--- src/rtl/stepper_defs.svh ---
`ifndef STEPPER_DEFS_SVH
`define STEPPER_DEFS_SVH

// ****************************************************************
// timing
// ****************************************************************
`define CORE_CLK_HZ 25000000
`define OSC_FREQ_HZ 250000
`define STEP_DIV_LOG2 13
// hold delays in tenths of a step-clock period
`define FIRST_DELAY_X10 35
`define SECOND_DELAY_X10 95
`define REPEAT_DELAY_X10 20

// ****************************************************************
// gain
// ****************************************************************
`define GAIN_STEPS 64
`define GAIN_INDEX_MIN 6'h00
`define GAIN_INDEX_MAX 6'h3F
`define GAIN_INDEX_DEFAULT 6'h0C

// ****************************************************************
// register map, byte addresses
// ****************************************************************
`define ADDR_CTRL 8'h00
`define ADDR_STATUS 8'h04
`define ADDR_INT_STATUS 8'h08
`define ADDR_INT_MASK 8'h0C
`define ADDR_GAIN_DB 8'h10

`define CTRL_MUTE_BIT 0
`define CTRL_VOL_RESET_BIT 1
`define CTRL_RESET 1'h0
`define INT_MASK_RESET 5'h00

`define ST_OUT_EN_BIT 8
`define ST_BIAS_EN_BIT 9
`define ST_FAULT_LSB 10
`define ST_MUTED_BIT 13

`define INT_UP_BIT 0
`define INT_DOWN_BIT 1
`define INT_LIMIT_BIT 2
`define INT_FAULT_SET_BIT 3
`define INT_FAULT_CLR_BIT 4
`define INT_WIDTH 5

`define RESP_OKAY 2'h0
`define RESP_SLVERR 2'h2

`endif

--- src/rtl/stepper_pkg.sv ---
package stepper_pkg;

   typedef enum logic [4:0] {
      ST_IDLE = 5'h01,
      ST_FIRST = 5'h02,
      ST_SECOND = 5'h04,
      ST_REPEAT = 5'h08,
      ST_BLOCK = 5'h10
   } step_state_t;

   typedef struct packed {
      logic thermal;
      logic short_out;
      logic low_supply;
   } fault_t;

   typedef struct packed {
      logic raise;
      logic lower;
      logic vol_reset;
      logic mute;
      logic power_on;
   } pins_t;

   typedef enum logic [2:0] {
      SEL_CTRL = 3'h0,
      SEL_STATUS = 3'h1,
      SEL_INT_STATUS = 3'h2,
      SEL_INT_MASK = 3'h3,
      SEL_GAIN_DB = 3'h4,
      SEL_NONE = 3'h7
   } reg_sel_t;

endpackage : stepper_pkg

--- src/rtl/gain_step_mem.sv ---
`timescale 1ns/1ps

// gain of each step in tenths of a dB, read data registered
module gain_step_mem (
   input wire logic i_core_clk,
   input wire logic i_clk_en,
   input wire logic [5:0] i_index,
   output logic signed [10:0] o_gain_db
);

   localparam logic signed [10:0] TABLE [0:63] = '{
      -11'sd750, -11'sd397, -11'sd340, -11'sd282, -11'sd224, -11'sd165, -11'sd105, -11'sd80,
      -11'sd55, -11'sd29, -11'sd4, 11'sd11, 11'sd26, 11'sd36, 11'sd40, 11'sd44,
      11'sd48, 11'sd51, 11'sd55, 11'sd59, 11'sd63, 11'sd67, 11'sd71, 11'sd75,
      11'sd79, 11'sd83, 11'sd87, 11'sd91, 11'sd96, 11'sd100, 11'sd104, 11'sd107,
      11'sd112, 11'sd116, 11'sd120, 11'sd123, 11'sd127, 11'sd132, 11'sd136, 11'sd140,
      11'sd144, 11'sd148, 11'sd152, 11'sd156, 11'sd160, 11'sd164, 11'sd168, 11'sd172,
      11'sd176, 11'sd180, 11'sd184, 11'sd188, 11'sd192, 11'sd196, 11'sd200, 11'sd204,
      11'sd209, 11'sd213, 11'sd217, 11'sd221, 11'sd225, 11'sd229, 11'sd234, 11'sd238
   };

   always_ff @(posedge i_core_clk) begin
      if (i_clk_en) begin
         o_gain_db <= TABLE[i_index];
      end
   end

endmodule : gain_step_mem

--- src/rtl/pushbutton_volume_stepper.sv ---
// Summary of operation
// - step timing from oscillator divided by 8192
// - first step after 3.5 held periods
// - second step after further 9.5 periods
// - then one step every 2 periods
// - short press gives no step
// - gain index spans 64 settings
// - power-up or volume reset loads default gain
// - unmuting keeps the stored gain index
// - both inputs high leaves gain unchanged
// - mute low disables outputs at once
// - mute defaults to off when undriven
// - power-off low kills bias and outputs
// - low supply disables outputs until recovery
// - output short disables outputs until removed
// - over-temperature disables outputs, latched until cooled
// - thermal fault clears after cooling hysteresis
// - volume reset input is active low
`timescale 1ns/1ps
`include "stepper_defs.svh"

module pushbutton_volume_stepper #(
   parameter int unsigned HALF_STEP_CYCLES = 409600
) (
   input wire logic i_core_clk,
   input wire logic i_srst,
   input wire logic i_clk_en,
   input wire logic i_vol_raise_n,
   input wire logic i_vol_lower_n,
   input wire logic i_vol_reset_n,
   input wire logic i_mute_n,
   input wire logic i_power_off_n,
   input wire logic i_low_supply_lockout,
   input wire logic i_output_short_guard,
   input wire logic i_temp_over_trip,
   input wire logic i_temp_cooled,
   output logic o_out_enable,
   output logic o_bias_enable,
   output logic [5:0] o_gain_index,
   output logic signed [10:0] o_gain_db,
   output logic o_irq,
   input wire logic [7:0] i_s_axi_awaddr,
   input wire logic i_s_axi_awvalid,
   output logic o_s_axi_awready,
   input wire logic [31:0] i_s_axi_wdata,
   input wire logic [3:0] i_s_axi_wstrb,
   input wire logic i_s_axi_wvalid,
   output logic o_s_axi_wready,
   output logic [1:0] o_s_axi_bresp,
   output logic o_s_axi_bvalid,
   input wire logic i_s_axi_bready,
   input wire logic [7:0] i_s_axi_araddr,
   input wire logic i_s_axi_arvalid,
   output logic o_s_axi_arready,
   output logic [31:0] o_s_axi_rdata,
   output logic [1:0] o_s_axi_rresp,
   output logic o_s_axi_rvalid,
   input wire logic i_s_axi_rready
);

   // ****************************************************************
   // timing constants
   // ****************************************************************
   // the step clock is osc / 2^13; the core counts half periods of it
   localparam longint unsigned HALF_STEP_NOMINAL =
      (longint'(`CORE_CLK_HZ) * (longint'(1) << `STEP_DIV_LOG2)) / (longint'(`OSC_FREQ_HZ) * 64'd2);
   localparam logic [4:0] FIRST_HALVES = 5'((`FIRST_DELAY_X10 * 2) / 10);
   localparam logic [4:0] SECOND_HALVES = 5'((`SECOND_DELAY_X10 * 2) / 10);
   localparam logic [4:0] REPEAT_HALVES = 5'((`REPEAT_DELAY_X10 * 2) / 10);
   localparam logic [18:0] HALF_LAST = 19'(HALF_STEP_CYCLES - 1);

   function automatic stepper_pkg::reg_sel_t decode(input logic [7:0] addr);
      case (addr)
         `ADDR_CTRL: decode = stepper_pkg::SEL_CTRL;
         `ADDR_STATUS: decode = stepper_pkg::SEL_STATUS;
         `ADDR_INT_STATUS: decode = stepper_pkg::SEL_INT_STATUS;
         `ADDR_INT_MASK: decode = stepper_pkg::SEL_INT_MASK;
         `ADDR_GAIN_DB: decode = stepper_pkg::SEL_GAIN_DB;
         default: decode = stepper_pkg::SEL_NONE;
      endcase
   endfunction : decode

   // ****************************************************************
   // pins and protection
   // ****************************************************************
   stepper_pkg::pins_t pins;
   stepper_pkg::fault_t fault;
   logic thermal;
   logic fault_any_q;
   logic sw_mute;
   logic sw_vol_reset;

   assign pins.raise = ~i_vol_raise_n;
   assign pins.lower = ~i_vol_lower_n;
   assign pins.vol_reset = ~i_vol_reset_n;
   // the pad pull-up keeps the pin high when undriven; sw_mute resets to zero
   assign pins.mute = ~i_mute_n | sw_mute;
   assign pins.power_on = i_power_off_n;
   assign fault.low_supply = i_low_supply_lockout;
   assign fault.short_out = i_output_short_guard;
   assign fault.thermal = thermal;

   wire fault_any = |fault;
   wire next_out_enable = pins.power_on & ~pins.mute & ~fault_any;

   // hysteresis: the hot comparator sets, only the cool one clears
   always_ff @(posedge i_core_clk) begin
      if (i_srst) begin
         thermal <= 1'b0;
      end else if (i_clk_en) begin
         if (i_temp_over_trip) begin
            thermal <= 1'b1;
         end else if (i_temp_cooled) begin
            thermal <= 1'b0;
         end
      end
   end

   always_ff @(posedge i_core_clk) begin
      if (i_srst) begin
         o_out_enable <= 1'b0;
         o_bias_enable <= 1'b0;
         fault_any_q <= 1'b0;
      end else if (i_clk_en) begin
         o_out_enable <= next_out_enable;
         o_bias_enable <= pins.power_on;
         fault_any_q <= fault_any;
      end
   end

   // ****************************************************************
   // step clock
   // ****************************************************************
   logic [18:0] half_cnt;
   logic [4:0] halves;
   wire half_tick = (half_cnt == HALF_LAST);

   // ****************************************************************
   // hold sequencer
   // ****************************************************************
   stepper_pkg::step_state_t state;
   stepper_pkg::step_state_t next_state;
   logic dir_up;
   logic [5:0] gain_index;

   wire one_pressed = pins.raise ^ pins.lower;
   wire both_pressed = pins.raise & pins.lower;
   wire vol_reset = pins.vol_reset | sw_vol_reset;
   wire same_dir = one_pressed & (pins.raise == dir_up);
   wire [4:0] halves_inc = halves + 5'h01;
   logic [4:0] target;
   logic step_req;

   always_comb begin
      case (state)
         stepper_pkg::ST_FIRST: target = FIRST_HALVES;
         stepper_pkg::ST_SECOND: target = SECOND_HALVES;
         default: target = REPEAT_HALVES;
      endcase
   end

   wire timed_out = half_tick & (halves_inc == target);

   always_comb begin
      next_state = state;
      step_req = 1'b0;
      case (state)
         stepper_pkg::ST_IDLE: begin
            if (both_pressed) begin
               next_state = stepper_pkg::ST_BLOCK;
            end else if (one_pressed) begin
               next_state = stepper_pkg::ST_FIRST;
            end
         end
         stepper_pkg::ST_FIRST, stepper_pkg::ST_SECOND, stepper_pkg::ST_REPEAT: begin
            if (!same_dir) begin
               // releasing ends the run: a short press stops here
               next_state = both_pressed ? stepper_pkg::ST_BLOCK : stepper_pkg::ST_IDLE;
            end else if (timed_out) begin
               step_req = 1'b1;
               next_state = (state == stepper_pkg::ST_FIRST) ? stepper_pkg::ST_SECOND
                                                             : stepper_pkg::ST_REPEAT;
            end
         end
         stepper_pkg::ST_BLOCK: begin
            if (!both_pressed) begin
               next_state = stepper_pkg::ST_IDLE;
            end
         end
         default: next_state = stepper_pkg::ST_IDLE;
      endcase
      if (vol_reset) begin
         next_state = stepper_pkg::ST_IDLE;
         step_req = 1'b0;
      end
   end

   // a new press restarts the divider so every hold is timed from its own start
   wire restart = (next_state != state) | step_req;

   always_ff @(posedge i_core_clk) begin
      if (i_srst) begin
         half_cnt <= 19'h00000;
         halves <= 5'h00;
      end else if (i_clk_en) begin
         if (restart || state == stepper_pkg::ST_IDLE) begin
            half_cnt <= 19'h00000;
            halves <= 5'h00;
         end else if (half_tick) begin
            half_cnt <= 19'h00000;
            halves <= halves_inc;
         end else begin
            half_cnt <= half_cnt + 19'h00001;
         end
      end
   end

   always_ff @(posedge i_core_clk) begin
      if (i_srst) begin
         state <= stepper_pkg::ST_IDLE;
         dir_up <= 1'b0;
      end else if (i_clk_en) begin
         state <= next_state;
         if (state == stepper_pkg::ST_IDLE) begin
            dir_up <= pins.raise;
         end
      end
   end

   // ****************************************************************
   // gain index
   // ****************************************************************
   wire at_max = (gain_index == `GAIN_INDEX_MAX);
   wire at_min = (gain_index == `GAIN_INDEX_MIN);
   wire at_limit = dir_up ? at_max : at_min;
   wire step_up = step_req & dir_up & ~at_max;
   wire step_down = step_req & ~dir_up & ~at_min;

   always_ff @(posedge i_core_clk) begin
      if (i_srst) begin
         gain_index <= `GAIN_INDEX_DEFAULT;
      end else if (i_clk_en) begin
         if (vol_reset) begin
            gain_index <= `GAIN_INDEX_DEFAULT;
         end else if (step_up) begin
            gain_index <= gain_index + 6'h01;
         end else if (step_down) begin
            gain_index <= gain_index - 6'h01;
         end
         // mute never touches the index, so unmuting resumes it
      end
   end

   assign o_gain_index = gain_index;

   gain_step_mem u_gain_mem (
      .i_core_clk(i_core_clk),
      .i_clk_en(i_clk_en),
      .i_index(gain_index),
      .o_gain_db(o_gain_db)
   );

   // ****************************************************************
   // events and interrupt
   // ****************************************************************
   logic [`INT_WIDTH-1:0] int_status;
   logic [`INT_WIDTH-1:0] int_mask;
   logic [`INT_WIDTH-1:0] int_clear;
   wire [`INT_WIDTH-1:0] events = {fault_any_q & ~fault_any, fault_any & ~fault_any_q,
                                   step_req & at_limit, step_down, step_up};

   always_ff @(posedge i_core_clk) begin
      if (i_srst) begin
         int_status <= '0;
         o_irq <= 1'b0;
      end else if (i_clk_en) begin
         // set wins over a clear in the same cycle
         int_status <= (int_status & ~int_clear) | events;
         o_irq <= |(int_status & int_mask);
      end
   end

   // ****************************************************************
   // axi4-lite slave
   // ****************************************************************
   logic aw_held;
   logic w_held;
   logic [7:0] aw_addr;
   logic [31:0] w_data;
   logic w_lane0;

   assign o_s_axi_awready = ~aw_held & ~o_s_axi_bvalid & i_clk_en;
   assign o_s_axi_wready = ~w_held & ~o_s_axi_bvalid & i_clk_en;
   assign o_s_axi_arready = ~o_s_axi_rvalid & i_clk_en;

   wire do_write = aw_held & w_held & ~o_s_axi_bvalid;
   wire stepper_pkg::reg_sel_t wsel = decode(aw_addr);
   wire stepper_pkg::reg_sel_t rsel = decode(i_s_axi_araddr);
   wire wr_en = do_write & w_lane0;

   assign int_clear = (wr_en && wsel == stepper_pkg::SEL_INT_STATUS) ? w_data[`INT_WIDTH-1:0] : '0;

   logic [31:0] rd_mux;

   always_comb begin
      rd_mux = 32'h00000000;
      case (rsel)
         stepper_pkg::SEL_CTRL: rd_mux[`CTRL_MUTE_BIT] = sw_mute;
         stepper_pkg::SEL_STATUS: begin
            rd_mux[5:0] = gain_index;
            rd_mux[`ST_OUT_EN_BIT] = o_out_enable;
            rd_mux[`ST_BIAS_EN_BIT] = o_bias_enable;
            rd_mux[`ST_FAULT_LSB +: 3] = fault;
            rd_mux[`ST_MUTED_BIT] = pins.mute;
         end
         stepper_pkg::SEL_INT_STATUS: rd_mux[`INT_WIDTH-1:0] = int_status;
         stepper_pkg::SEL_INT_MASK: rd_mux[`INT_WIDTH-1:0] = int_mask;
         stepper_pkg::SEL_GAIN_DB: rd_mux = 32'(o_gain_db);
         default: rd_mux = 32'h00000000;
      endcase
   end

   always_ff @(posedge i_core_clk) begin
      if (i_srst) begin
         aw_held <= 1'b0;
         w_held <= 1'b0;
         aw_addr <= 8'h00;
         w_data <= 32'h00000000;
         w_lane0 <= 1'b0;
         o_s_axi_bvalid <= 1'b0;
         o_s_axi_bresp <= `RESP_OKAY;
      end else if (i_clk_en) begin
         if (i_s_axi_awvalid && o_s_axi_awready) begin
            aw_held <= 1'b1;
            aw_addr <= i_s_axi_awaddr;
         end
         if (i_s_axi_wvalid && o_s_axi_wready) begin
            w_held <= 1'b1;
            w_data <= i_s_axi_wdata;
            w_lane0 <= i_s_axi_wstrb[0];
         end
         if (do_write) begin
            aw_held <= 1'b0;
            w_held <= 1'b0;
            o_s_axi_bvalid <= 1'b1;
            o_s_axi_bresp <= (wsel == stepper_pkg::SEL_NONE) ? `RESP_SLVERR : `RESP_OKAY;
         end else if (o_s_axi_bvalid && i_s_axi_bready) begin
            o_s_axi_bvalid <= 1'b0;
         end
      end
   end

   always_ff @(posedge i_core_clk) begin
      if (i_srst) begin
         o_s_axi_rvalid <= 1'b0;
         o_s_axi_rdata <= 32'h00000000;
         o_s_axi_rresp <= `RESP_OKAY;
      end else if (i_clk_en) begin
         if (i_s_axi_arvalid && o_s_axi_arready) begin
            o_s_axi_rvalid <= 1'b1;
            o_s_axi_rdata <= rd_mux;
            o_s_axi_rresp <= (rsel == stepper_pkg::SEL_NONE) ? `RESP_SLVERR : `RESP_OKAY;
         end else if (o_s_axi_rvalid && i_s_axi_rready) begin
            o_s_axi_rvalid <= 1'b0;
         end
      end
   end

   // control and mask registers
   always_ff @(posedge i_core_clk) begin
      if (i_srst) begin
         sw_mute <= `CTRL_RESET;
         sw_vol_reset <= 1'b0;
         int_mask <= `INT_MASK_RESET;
      end else if (i_clk_en) begin
         sw_vol_reset <= wr_en && wsel == stepper_pkg::SEL_CTRL && w_data[`CTRL_VOL_RESET_BIT];
         if (wr_en && wsel == stepper_pkg::SEL_CTRL) begin
            sw_mute <= w_data[`CTRL_MUTE_BIT];
         end
         if (wr_en && wsel == stepper_pkg::SEL_INT_MASK) begin
            int_mask <= w_data[`INT_WIDTH-1:0];
         end
      end
   end

endmodule : pushbutton_volume_stepper

--- config.mk ---
export PLATFORM = sky130hd
export DESIGN_NAME = pushbutton_volume_stepper
export DESIGN_NICKNAME = d
export VERILOG_FILES = /design/src/rtl/stepper_pkg.sv /design/src/rtl/gain_step_mem.sv /design/src/rtl/pushbutton_volume_stepper.sv
export VERILOG_INCLUDE_DIRS = /design/src /design/src/rtl
export SDC_FILE = /design/constraint.sdc
export NUM_CORES = 1
export LEC_CHECK = 0
export ABC_AREA = 1
export BUFFER_PORTS_ARGS = -buffer_cell sky130_fd_sc_hd__buf_2
export CAP_MARGIN = 20
export CORE_MARGIN = 5
export CORE_UTILIZATION = 51
export CTS_BUF_LIST = sky130_fd_sc_hd__clkbuf_8
export DETAILED_ROUTE_END_ITERATION = 16
export PLACE_DENSITY = 0.78
export SLEW_MARGIN = 5
export SYNTH_ARGS = -nofsm -noshare
export SYNTH_HDL_FRONTEND = slang
export SYNTH_SLANG_ARGS = --single-unit
--- constraint.sdc ---
create_clock -name i_core_clk -period 3.18 [get_ports i_core_clk]
set_input_delay 0.477 -clock i_core_clk [delete_from_list [all_inputs] [get_ports i_core_clk]]
set_output_delay 0.477 -clock i_core_clk [all_outputs]
set_load 0.05 [all_outputs]
==> flow_summary_export.csv, run 1 <==
group,metric,value,unit
cts,clkTransAtPathRegs,100,ps
detailed_routing,wl_met2,6.92,mm
cts,cts_max_level,3,
grt,grt_overflow,0,
synthesis,synth_fa_ha_area_frac,0.0402,
placed_design,hpwl,11.2,mm
floorplan,die_height,117,um
detailed_routing,wl,15.2,mm
timing,slew_violations,0,
timing,period_needed,2930,ps
placed_design,finalWeightedCongestion,0.941,
synthesis,synthesis.area,0.00579,sq mm
timing,finalClockSkew,13.5,ps
floorplan,die_x,117,um
timing,tns,0,ps
detailed_routing,remaining_drc_errors,0,
floorplan,core-area,0.0113,sq mm
cts,cts_buffers,9,
synthesis,synth_top_family_by_area,"simple AND/OR/NAND/NOR gates",
final_layout,regArea,0.00211,sq mm
synthesis,muxShareOfSynthArea,0,
cts,clockBufferDepth,2,
timing,period_share,0.923,
status,status,"finished, final reports clean",
floorplan,rows,39,
detailed_routing,drt-pass1-iter-count,7,
timing,finalHoldViolCount,0,
final_layout,final_common_cell,"nand2_1",
placed_design,port_buffers,97,
timing,worst_pin_slew,771,ps
synthesis,ys_seq_elements,99,
grt,gr-usage-all-layers,0.223,
final_layout,final_nets,1001,
detailed_routing,drt-initial-drc-count,471,
power_and_ir_drop,p_leak,2.93,nW
floorplan,initial_core_util,0.514,
setup_path,worstPathMaxFanout,5,
grt,grt_start_max_net_pins,33,
detailed_routing,vias_per_cell,5.38,
setup_path,required,3510,ps
final_layout,fin_util,0.594,
synthesis,synth_edf_count,11,
grt,grt_pass1_wl,24.2,mm
synthesis,ys_warn_count,0,
synthesis,synth_xor_area_frac,0.0317,
cts,cts_sinks,99,
setup_path,critPathKind,"flip-flop to flip-flop",
timing,timing.slew.headroom,0.484,
cts,holdBufCountCts,0,
cts,cts_tree,"built",
timing,max_freq,341,MHz
final_layout,nFillCells,1049,
final_layout,syn2layout_area_growth,15.5,%
synthesis,synth-simple-area-share,0.301,
flow_run,maxCapViolations,0,
detailed_routing,wl_per_cell,14.3,um
cts,cts_root_buffer,"clkbuf_8",
floorplan,io_pins,130,
power_and_ir_drop,power.density,404,mW/mm^2
detailed_routing,top_layer,"met4",
detailed_routing,vias,5711,
detailed_routing,wl_met1,6.94,mm
final_layout,final_cell_mix,"170 x nand2_1, 97 x buf_2, 89 x inv_1",
synthesis,synth_cells,824,
final_layout,drive_gt1_frac,0.223,
final_layout,multi_input_area,0.00318,sq mm
grt,grt_pass1_vias,5090,
synthesis,synth_compound_area_frac,0.158,
synthesis,syn_avg_cell_area,7.03,sq um
cts,clock_latency,380,ps
floorplan,dieArea,0.0136,sq mm
grt,antenna_found_initial,0,
timing,setup_violations,0,
detailed_routing,met3_length,1.06,mm
synthesis,synth_cell_types,46,
synthesis,yosysSeqAreaShare,0.361,
synthesis,ys.flop_type,"dfxtp_1",
power_and_ir_drop,ir_drop,359,uV
setup_path,arrival,3260,ps
final_layout,antenna_cells,0,
hold_path,hold_class,"input pin to flip-flop",
synthesis,synthArstFlopShare,0,
setup_path,cp-end-kind,"flip-flop",
setup_path,start_kind,"flip-flop",
detailed_routing,detail-route-antenna-nets,0,
==> cell families after synthesis <==
| family | after synthesis |
|---|---|
| AO/OA/AOI/OAI | 162 |
| XOR/XNOR | 21 |
| adder cells (fa/ha/maj) | 18 |
| buffers and inverters | 143 |
| flip-flops | 99 |
| other | 1 |
| AND/OR/NAND/NOR | 380 |
==> area by class of cell <==
class,instances,share of cell area
Sequential cell,99,0.315
Timing Repair Buffer,125,0.104
Multi-Input combinational cell,583,0.475
Tap cell,143,0.0267
Inverter,96,0.0539
Clock inverter,6,0.00711
Clock buffer,9,0.0185
==> power by group <==
group	leakage, nW	total [W]	internal [W]	switching, W
sequential	0.830	0.00137	0.00132	0.0000458
clock	0.0918	0.000759	0.000290	0.000469
combinational	2.01	0.000575	0.000179	0.000396
total	2.93	0.00270	0.00179	0.000911
==> flip-flops by register name, summed over array words and instances (netlist names), 5 cells and up <==
register / cells
int_status: 5
int_mask: 5
w_data: 5
u_gain_mem.o_gain_db: 11
state: 5
halves: 5
half_cnt: 19
o_s_axi_rdata: 15
aw_addr: 8
o_gain_index: 6
==> cells in the mapped netlist, types with 3 or more instances <==
library cell,n,area (sq um)
nor2_4,12,135
clkbuf_1,23,86.3
a31oi_1,3,18.8
nand4_1,12,75.1
nand2_1,171,642
o2111ai_1,3,26.3
nor2_1,83,312
o21ai_0,53,265
nor2_2,7,43.8
inv_1,90,338
or2_2,5,31.3
nand3_1,68,340
a21oi_1,72,360
nor3_1,8,40.0
xnor2_1,4,35.0
nor4_1,4,25.0
ha_1,17,213
dfxtp_1,88,1760
nand3_2,5,50.1
buf_4,19,143
o31ai_1,5,37.5
edfxtp_1,11,330
xor2_1,17,149
inv_2,6,22.5
o211ai_1,10,75.1
==> critical path, cell delays in order, from the launching register on <==
cell and delay, ps:
dfxtp_2 370, ha_4 180, nand3_1 100, nand2_1 80
nand2_1 50, nand2_1 90, nand2_2 70, nor2_4 140
nand4_1 130, nor2_2 170, inv_2 60, buf_4 140
ha_1 190, a21oi_2 110, inv_1 50, a31oi_2 170
o21ai_1 80, a21oi_1 170, xor2_1 190, xor2_1 150
nand2_1 80, a21oi_2 110
==> through the flow <==
step	total power (W)	instances	area [sq um]	setup WS, ps	hold WS [ps]
5_1_grt	0.00284	1061	6690	-19.2	334
3_3_place_gp	0.00194	1043	6390	65.8	449
4_1_cts	0.00270	1058	6560	57.9	327
2_1_floorplan	0.00179	825	5800	118	441
6_report	0.00270	1061	6690	246	334
3_5_place_dp	0.00195	1043	6390	-2.32	453
==> worst paths after layout <==
path / depth (start not counted) / slack (ps) / start / end
worst max-delay path: 21 / 250 / halves[0] / o_gain_index[5]
worst min-delay path: 3 / 330 / i_temp_over_trip / thermal
worst max register to register: 21 / 250 / halves[0] / o_gain_index[5]
worst min register to register: 2 / 470 / aw_addr[1] / aw_addr[1]
==> routing by layer <==
layer / global-route usage / up-vias
li1: - / 2882
met1: 0.308 / 2628
met2: 0.347 / 178
met3: 0.0575 / 23
met4: 0.0650 / 0
met5: 0 / -
==> timing repair <==
item / in CTS / in global routing
resized for setup: 1 / 32
pin swaps: 0 / 9
endpoints found under the setup margin: 1 / 3
setup buffers: 0 / 3
(Power assumes the default switching activity.)
==> run 2: changes to the inputs <==
--- a/config.mk
+++ b/config.mk
@@ -10,11 +10,11 @@
 export BUFFER_PORTS_ARGS = -buffer_cell sky130_fd_sc_hd__buf_2
 export CAP_MARGIN = 20
 export CORE_MARGIN = 5
-export CORE_UTILIZATION = 51
-export CTS_BUF_LIST = sky130_fd_sc_hd__clkbuf_8
+export CORE_UTILIZATION = 50
 export DETAILED_ROUTE_END_ITERATION = 16
-export PLACE_DENSITY = 0.78
+export PLACE_DENSITY = 0.76
 export SLEW_MARGIN = 5
 export SYNTH_ARGS = -nofsm -noshare
 export SYNTH_HDL_FRONTEND = slang
+export SYNTH_HIERARCHICAL = 1
 export SYNTH_SLANG_ARGS = --single-unit
==> run 2 against run 1 <==
Worst hold slack gained 47 ps. Clock-buffer cell count unchanged. First-iteration DRC count shrank 3.2%. Sequential share of layout area down 1.3 points. Critical path type unchanged.
==> flow_summary_export.csv, run 2 <==
group,metric,value,unit
setup_path,required,3470,ps
final_layout,final_nets,1026,
power_and_ir_drop,ir_drop,240,uV
detailed_routing,wl_per_cell,13.9,um
final_layout,nFillCells,1129,
grt,grt_start_max_net_pins,45,
setup_path,path_cells,"ha_2 > nand2_1 > nor2_2 > nand2_2 > inv_2 > nand3_2 > nor2_4 > nand4_1 > nor2_2 > inv_2 > ha_4 > a21oi_2 > and2_4 > inv_1 > a21oi_2 > nor2_1 > nor2_1 > xor2_1 > xor2_1 > nand2_1 > a21oi_2",
cts,cts_root_buffer,"clkbuf_16",
detailed_routing,vias,5777,
timing,worst_pin_slew,800,ps
timing,finalClockSkew,8.76,ps
power_and_ir_drop,p_leak,3.08,nW
cts,clkTransAtPathRegs,70,ps
detailed_routing,top_layer,"met4",
setup_path,worstPathMaxFanout,3,
synthesis,synth_area_leader_cell,"dfxtp_1",
timing,max_freq,343,MHz
floorplan,rows,40,
synthesis,synth_cell_types,54,
final_layout,regArea,0.00210,sq mm
detailed_routing,wl_met2,7.01,mm
floorplan,die_x,120,um
final_layout,largest_reg_flops,19,
placed_design,place_area,0.00657,sq mm
cts,cts_buffers,9,
detailed_routing,drt-pass1-iter-count,5,
synthesis,synth_top_area_frac,0.293,
floorplan,die_height,120,um
final_layout,final_area,0.00694,sq mm
placed_design,hpwl,11.1,mm
setup_path,arrival,3210,ps
detailed_routing,drt-initial-drc-count,456,
timing,finalHoldViolCount,0,
synthesis,ys_warn_count,6,
hold_path,hold_class,"input pin to flip-flop",
timing,period_share,0.917,
setup_path,timing.rr.start,"half_cnt[0]",
detailed_routing,detail-route-antenna-nets,0,
grt,grt_pass1_wl,24.7,mm
placed_design,port_buffers,97,
final_layout,top_register,"half_cnt",
placed_design,finalWeightedCongestion,0.878,
setup_path,startpoint,"half_cnt[0]",
synthesis,synth_edf_count,11,
final_layout,antenna_cells,0,
final_layout,reg_top3,"half_cnt (19), o_s_axi_rdata (15), u_gain_mem/o_gain_db (11)",
final_layout,multi_input_area,0.00334,sq mm
synthesis,synthArstFlopShare,0,
setup_path,cp_slowest_cell,"dfxtp_2",
detailed_routing,wl_met1,7.00,mm
detailed_routing,wl,15.2,mm
synthesis,syn_avg_cell_area,7.08,sq um
synthesis,ys_seq_elements,99,
floorplan,dieArea,0.0143,sq mm
grt,grt_pass1_vias,5188,
synthesis,netlist_top_cells_area,"dfxtp_1 29%, nand2_1 12%, nand3_1 5.7%",
final_layout,fin_util,0.583,
floorplan,core-area,0.0119,sq mm
setup_path,cp_common_cell,"a21oi_2",
final_layout,syn2layout_area_growth,15.5,%
timing,setup_violations,0,
final_layout,drive_gt1_frac,0.234,
timing,period_needed,2920,ps
synthesis,synthesis.area,0.00601,sq mm
detailed_routing,remaining_drc_errors,0,
cts,cts_tree,"built",
detailed_routing,vias_per_cell,5.30,
final_layout,final_cell_mix,"186 x nand2_1, 97 x buf_2, 88 x nor2_1",
synthesis,yosysSeqAreaShare,0.348,
hold_path,hp-start,"i_temp_over_trip",
final_layout,final_common_cell,"nand2_1",
cts,clock_latency,350,ps
synthesis,yosysMostFrequentCell,"nand2_1",
setup_path,cp_slowest_stage_delay,350,ps
setup_path,start_kind,"flip-flop",
flow_run,maxCapViolations,0,
grt,antenna_found_initial,0,
setup_path,cp-end-kind,"flip-flop",
timing,timing.slew.headroom,0.453,
synthesis,synth_cells,849,
floorplan,initial_core_util,0.505,
timing,slew_violations,0,
synthesis,synth_common_cells,"186 x nand2_1, 91 x nor2_1, 88 x dfxtp_1",
cts,cts_max_level,3,
power_and_ir_drop,power,0.00311,W
floorplan,io_pins,130,
cts,holdBufCountCts,0,
power_and_ir_drop,power.density,447,mW/mm^2
cts,cts_sinks,99,
detailed_routing,met3_length,865,um
synthesis,ys.flop_type,"dfxtp_1",
grt,gr-usage-all-layers,0.211,
grt,grt_overflow,0,
cts,clockBufferDepth,2,
setup_path,critPathKind,"flip-flop to flip-flop",
status,status,"finished, final reports clean",
==> run 2: cell count changes in the layout (fill, tap and decap cells not counted), moves of 4 or more <==
cell,previous run,this run
a21oi_1,70,65
clkbuf_16,0,9
clkbuf_8,9,0
dfxtp_1,77,85
dfxtp_2,10,3
inv_1,89,82
inv_2,7,12
nand2_1,170,186
nand2_2,3,13
nand4_1,12,22
nor2_1,78,88
o211ai_1,10,2
o21ai_0,52,35
xor2_1,16,12
==> run 2: final timing paths <==
| kind | end | slack (ps) | cells past startpoint |
|---|---|---|---|
| worst max register to register | o_gain_index[5] | 260 | 21 |
| worst min-delay path | thermal | 380 | 3 |
| worst min register to register | sw_vol_reset | 460 | 2 |
| worst max-delay path | o_gain_index[5] | 260 | 21 |
==> run 2: kinds of logic (layout without fill, tap and decap cells) <==
logic type               after synthesis  count (layout)  share of synthesized area
adder cells (fa/ha/maj)               18              18                     0.0387
AO/OA/AOI/OAI                        136             136                      0.129
other                                  1               2                   0.000624
flip-flops                            99              99                      0.348
XOR/XNOR                              18              18                     0.0262
buffers and inverters                141             235                      0.107
AND/OR/NAND/NOR                      436             436                      0.351
==> run 2: what timing repair did <==
action	CTS	global route
setup buffers	0	3
endpoints found under the hold margin	0	0
endpoints found under the setup margin	0	2
resized for setup	0	19
==> run 2: per-layer routing <==
layer / track usage / up-vias
met5: 0 / -
met4: 0.0709 / 0
met3: 0.0429 / 23
met2: 0.343 / 181
met1: 0.281 / 2622
li1: - / 2951
==> run 2: area by class of cell <==
cell class              count  area share
inverters                  96      0.0519
well taps                 147      0.0265
clock inverters             7     0.00829
multi-input cells         610       0.481
clock buffers               9      0.0324
repair buffers            123      0.0980
flip-flops and latches     99       0.302
==> run 2: power by group <==
part | switching [W] | internal [W] | leakage (nW)
Clock | 0.000514 | 0.000544 | 0.136
Sequential | 0.0000456 | 0.00132 | 0.827
Combinational | 0.000482 | 0.000196 | 2.11
Total | 0.00104 | 0.00206 | 3.08
==> run 2: critical path, delay by kind of cell (launching register included) <==
kind                     cells  cell delay (ps)
buffers and inverters        3              190
XOR/XNOR                     2              330
flip-flops                   1              350
adder cells (fa/ha/maj)      2              400
AND/OR/NAND/NOR             11             1270
AO/OA/AOI/OAI                3              330
==> run 2: through the flow <==
stage               setup WS, ps  instances  TNS, ps  hold WS [ps]
floorplan                   1.19        850        0           440
global placement           -49.2       1072    -49.2           449
detailed placement          -112       1072     -112           453
CTS                         78.5       1088        0           372
global route               -52.1       1091    -52.1           386
finish                       265       1091        0           381
==> run 3: changes to the inputs <==
--- a/config.mk
+++ b/config.mk
@@ -13,6 +13,7 @@
 export CORE_UTILIZATION = 50
 export DETAILED_ROUTE_END_ITERATION = 16
 export PLACE_DENSITY = 0.76
+export RECOVER_POWER = 100
 export SLEW_MARGIN = 5
 export SYNTH_ARGS = -nofsm -noshare
 export SYNTH_HDL_FRONTEND = slang
==> run 3 against run 2 <==
Combinational power is 3% lower. Clock-buffer cell count stayed put. Largest cell class unchanged. Critical path type unchanged. Largest power group unchanged. Global-route usage stayed put. Worst hold slack better by 1.8 ps.
==> flow_summary_export.csv, run 3 (synthesis gave the netlist of run 2 again) <==
group,metric,value,unit
status,status,"finished, final reports clean",
flow_run,maxCapViolations,0,
grt,grt_start_max_net_pins,45,
setup_path,ff2ff_path_depth,21,
power_and_ir_drop,p_leak,2.84,nW
placed_design,hpwl,11.1,mm
timing,worst_pin_slew,1220,ps
final_layout,finalNonFillerCells,1091,
timing,finalHoldViolCount,0,
power_and_ir_drop,power,0.00309,W
setup_path,arrival,3210,ps
cts,cts_root_buffer,"clkbuf_16",
detailed_routing,drt-pass1-iter-count,5,
power_and_ir_drop,seq_power_share,0.444,
grt,grt_pass1_wl,24.7,mm
power_and_ir_drop,p_clk_frac,0.343,
setup_path,required,3470,ps
detailed_routing,wl,15.2,mm
placed_design,port_buffers,97,
timing,period_share,0.919,
grt,gr-usage-all-layers,0.211,
detailed_routing,drt-initial-drc-count,450,
timing,max_freq,342,MHz
cts,clkTransAtPathRegs,70,ps
timing,setup_slack,259,ps
final_layout,syn2layout_area_growth,13.6,%
final_layout,final_nets,1026,
final_layout,antenna_cells,0,
final_layout,regArea,0.00210,sq mm
placed_design,place_ws,-112,ps
setup_path,worstPathMaxFanout,3,
power_and_ir_drop,internal-power,0.00205,W
detailed_routing,vias_per_cell,5.31,
final_layout,nFillCells,1178,
cts,clock_latency,350,ps
detailed_routing,remaining_drc_errors,0,
final_layout,multi_input_area,0.00331,sq mm
final_layout,final_common_cell,"nand2_1",
hold_path,hold_class,"input pin to flip-flop",
grt,top_usage_layer,"met2",
grt,use_met2,0.343,
grt,use_met3,0.0429,
cts,cts_tree,"built",
cts,cts_max_level,3,
power_and_ir_drop,switchingPower,0.00104,W
setup_path,start_kind,"flip-flop",
cts,cts_buffers,9,
timing,slew_violations,0,
placed_design,finalWeightedCongestion,0.878,
final_layout,final_cell_mix,"187 x nand2_1, 90 x nor2_1, 85 x dfxtp_1",
setup_path,critPathKind,"flip-flop to flip-flop",
power_and_ir_drop,p_sw_frac,0.337,
hold_path,min_path_cells,3,
floorplan,dieArea,0.0143,sq mm
detailed_routing,detail-route-antenna-nets,0,
cts,clockBufferDepth,2,
timing,timing.slew.headroom,0.186,
floorplan,die_x,120,um
power_and_ir_drop,power.density,453,mW/mm^2
floorplan,initial_core_util,0.505,
detailed_routing,wl_per_cell,13.9,um
floorplan,core-area,0.0119,sq mm
final_layout,drive_gt1_frac,0.161,
power_and_ir_drop,ir_drop,240,uV
grt,grt_pass1_vias,5188,
grt,use_met1,0.281,
timing,finalClockSkew,8.24,ps
setup_path,cp-end-kind,"flip-flop",
placed_design,dp.cells,1072,
power_and_ir_drop,power_frac_comb,0.213,
cts,cts_sinks,99,
timing,setup_violations,0,
floorplan,rows,40,
floorplan,die_height,120,um
detailed_routing,vias,5793,
cts,holdBufCountCts,0,
final_layout,top_register,"half_cnt",
floorplan,io_pins,130,
final_layout,fin_util,0.573,
grt,antenna_found_initial,0,
grt,grt_overflow,0,
final_layout,largest_reg_flops,19,
final_layout,reg_top3,"half_cnt (19), o_s_axi_rdata (15), u_gain_mem/o_gain_db (11)",
timing,period_needed,2920,ps
-- run 3: changes by cell type in the layout (fill, tap and decap cells not counted), moves of 2 or more --
cell	previous run	this run
clkbuf_1	0	62
buf_4	26	23
buf_2	97	38
nor2_4	16	14
o21ai_0	35	37
nor2_1	88	90
inv_2	12	10
-- run 3: path summary, 6_finish.rpt --
check | slack (ps) | startpoint | to
max | 260 | half_cnt[0] | o_gain_index[5]
min | 380 | i_temp_over_trip | thermal
max reg2reg | 260 | half_cnt[0] | o_gain_index[5]
min reg2reg | 460 | w_data[1] | sw_vol_reset
-- run 3: repair_timing --
| item | 4_1_cts | 5_1_grt |
|---|---|---|
| setup endpoints to repair | 0 | 2 |
| buffers inserted | 0 | 3 |
| hold endpoints to repair | 0 | 0 |
| gates resized for setup | 0 | 19 |
-- run 3: area by class of cell --
| class | count | share of cell area |
|---|---|---|
| clock inverter | 7 | 0.00843 |
| multi-input combinational | 610 | 0.485 |
| timing repair buffer | 123 | 0.0872 |
| sequential | 99 | 0.307 |
| inverter | 96 | 0.0528 |
| clock buffer | 9 | 0.0330 |
| tap | 147 | 0.0269 |
-- run 3: metal layers --
metal  vias to the layer above  share of wire
met3                        23          0.060
met5                         -              0
met2                       181           0.46
li1                       2956              -
met1                      2633           0.46
met4                         0          0.019
-- run 3: through the flow --
stage                     hold slack (ps)  setup TNS (ps)  instance area [sq um]
after CTS                             372               0                   6860
after global placement                449           -49.2                   6570
final                                 383               0                   6830
after floorplan                       440               0                   6020
after global routing                  386           -52.1                   6830
after detailed placement              453            -112                   6570
-- run 3: critical path: stages (launching register included) --
cell and delay [ps]:
dfxtp_2 350, ha_2 180, nand2_1 70, nor2_2 120, nand2_2 90, inv_2 70
nand3_2 90, nor2_4 140, nand4_1 160, nor2_2 190, inv_2 80, ha_4 220
a21oi_2 120, and2_4 150, inv_1 40, a21oi_2 100, nor2_1 50, nor2_1 120
xor2_1 180, xor2_1 150, nand2_1 80, a21oi_2 110
-- run 3: power by group through the flow --
| stage | Combinational, W | Clock [W] | Sequential (W) |
|---|---|---|---|
| detailed placement | 0.000666 | 0 | 0.00140 |
| floorplan | 0.000427 | 0 | 0.00149 |
| finish | 0.000660 | 0.00106 | 0.00137 |
| global placement | 0.000658 | 0 | 0.00140 |
| CTS | 0.000669 | 0.00108 | 0.00137 |
| global route | 0.000725 | 0.00113 | 0.00138 |
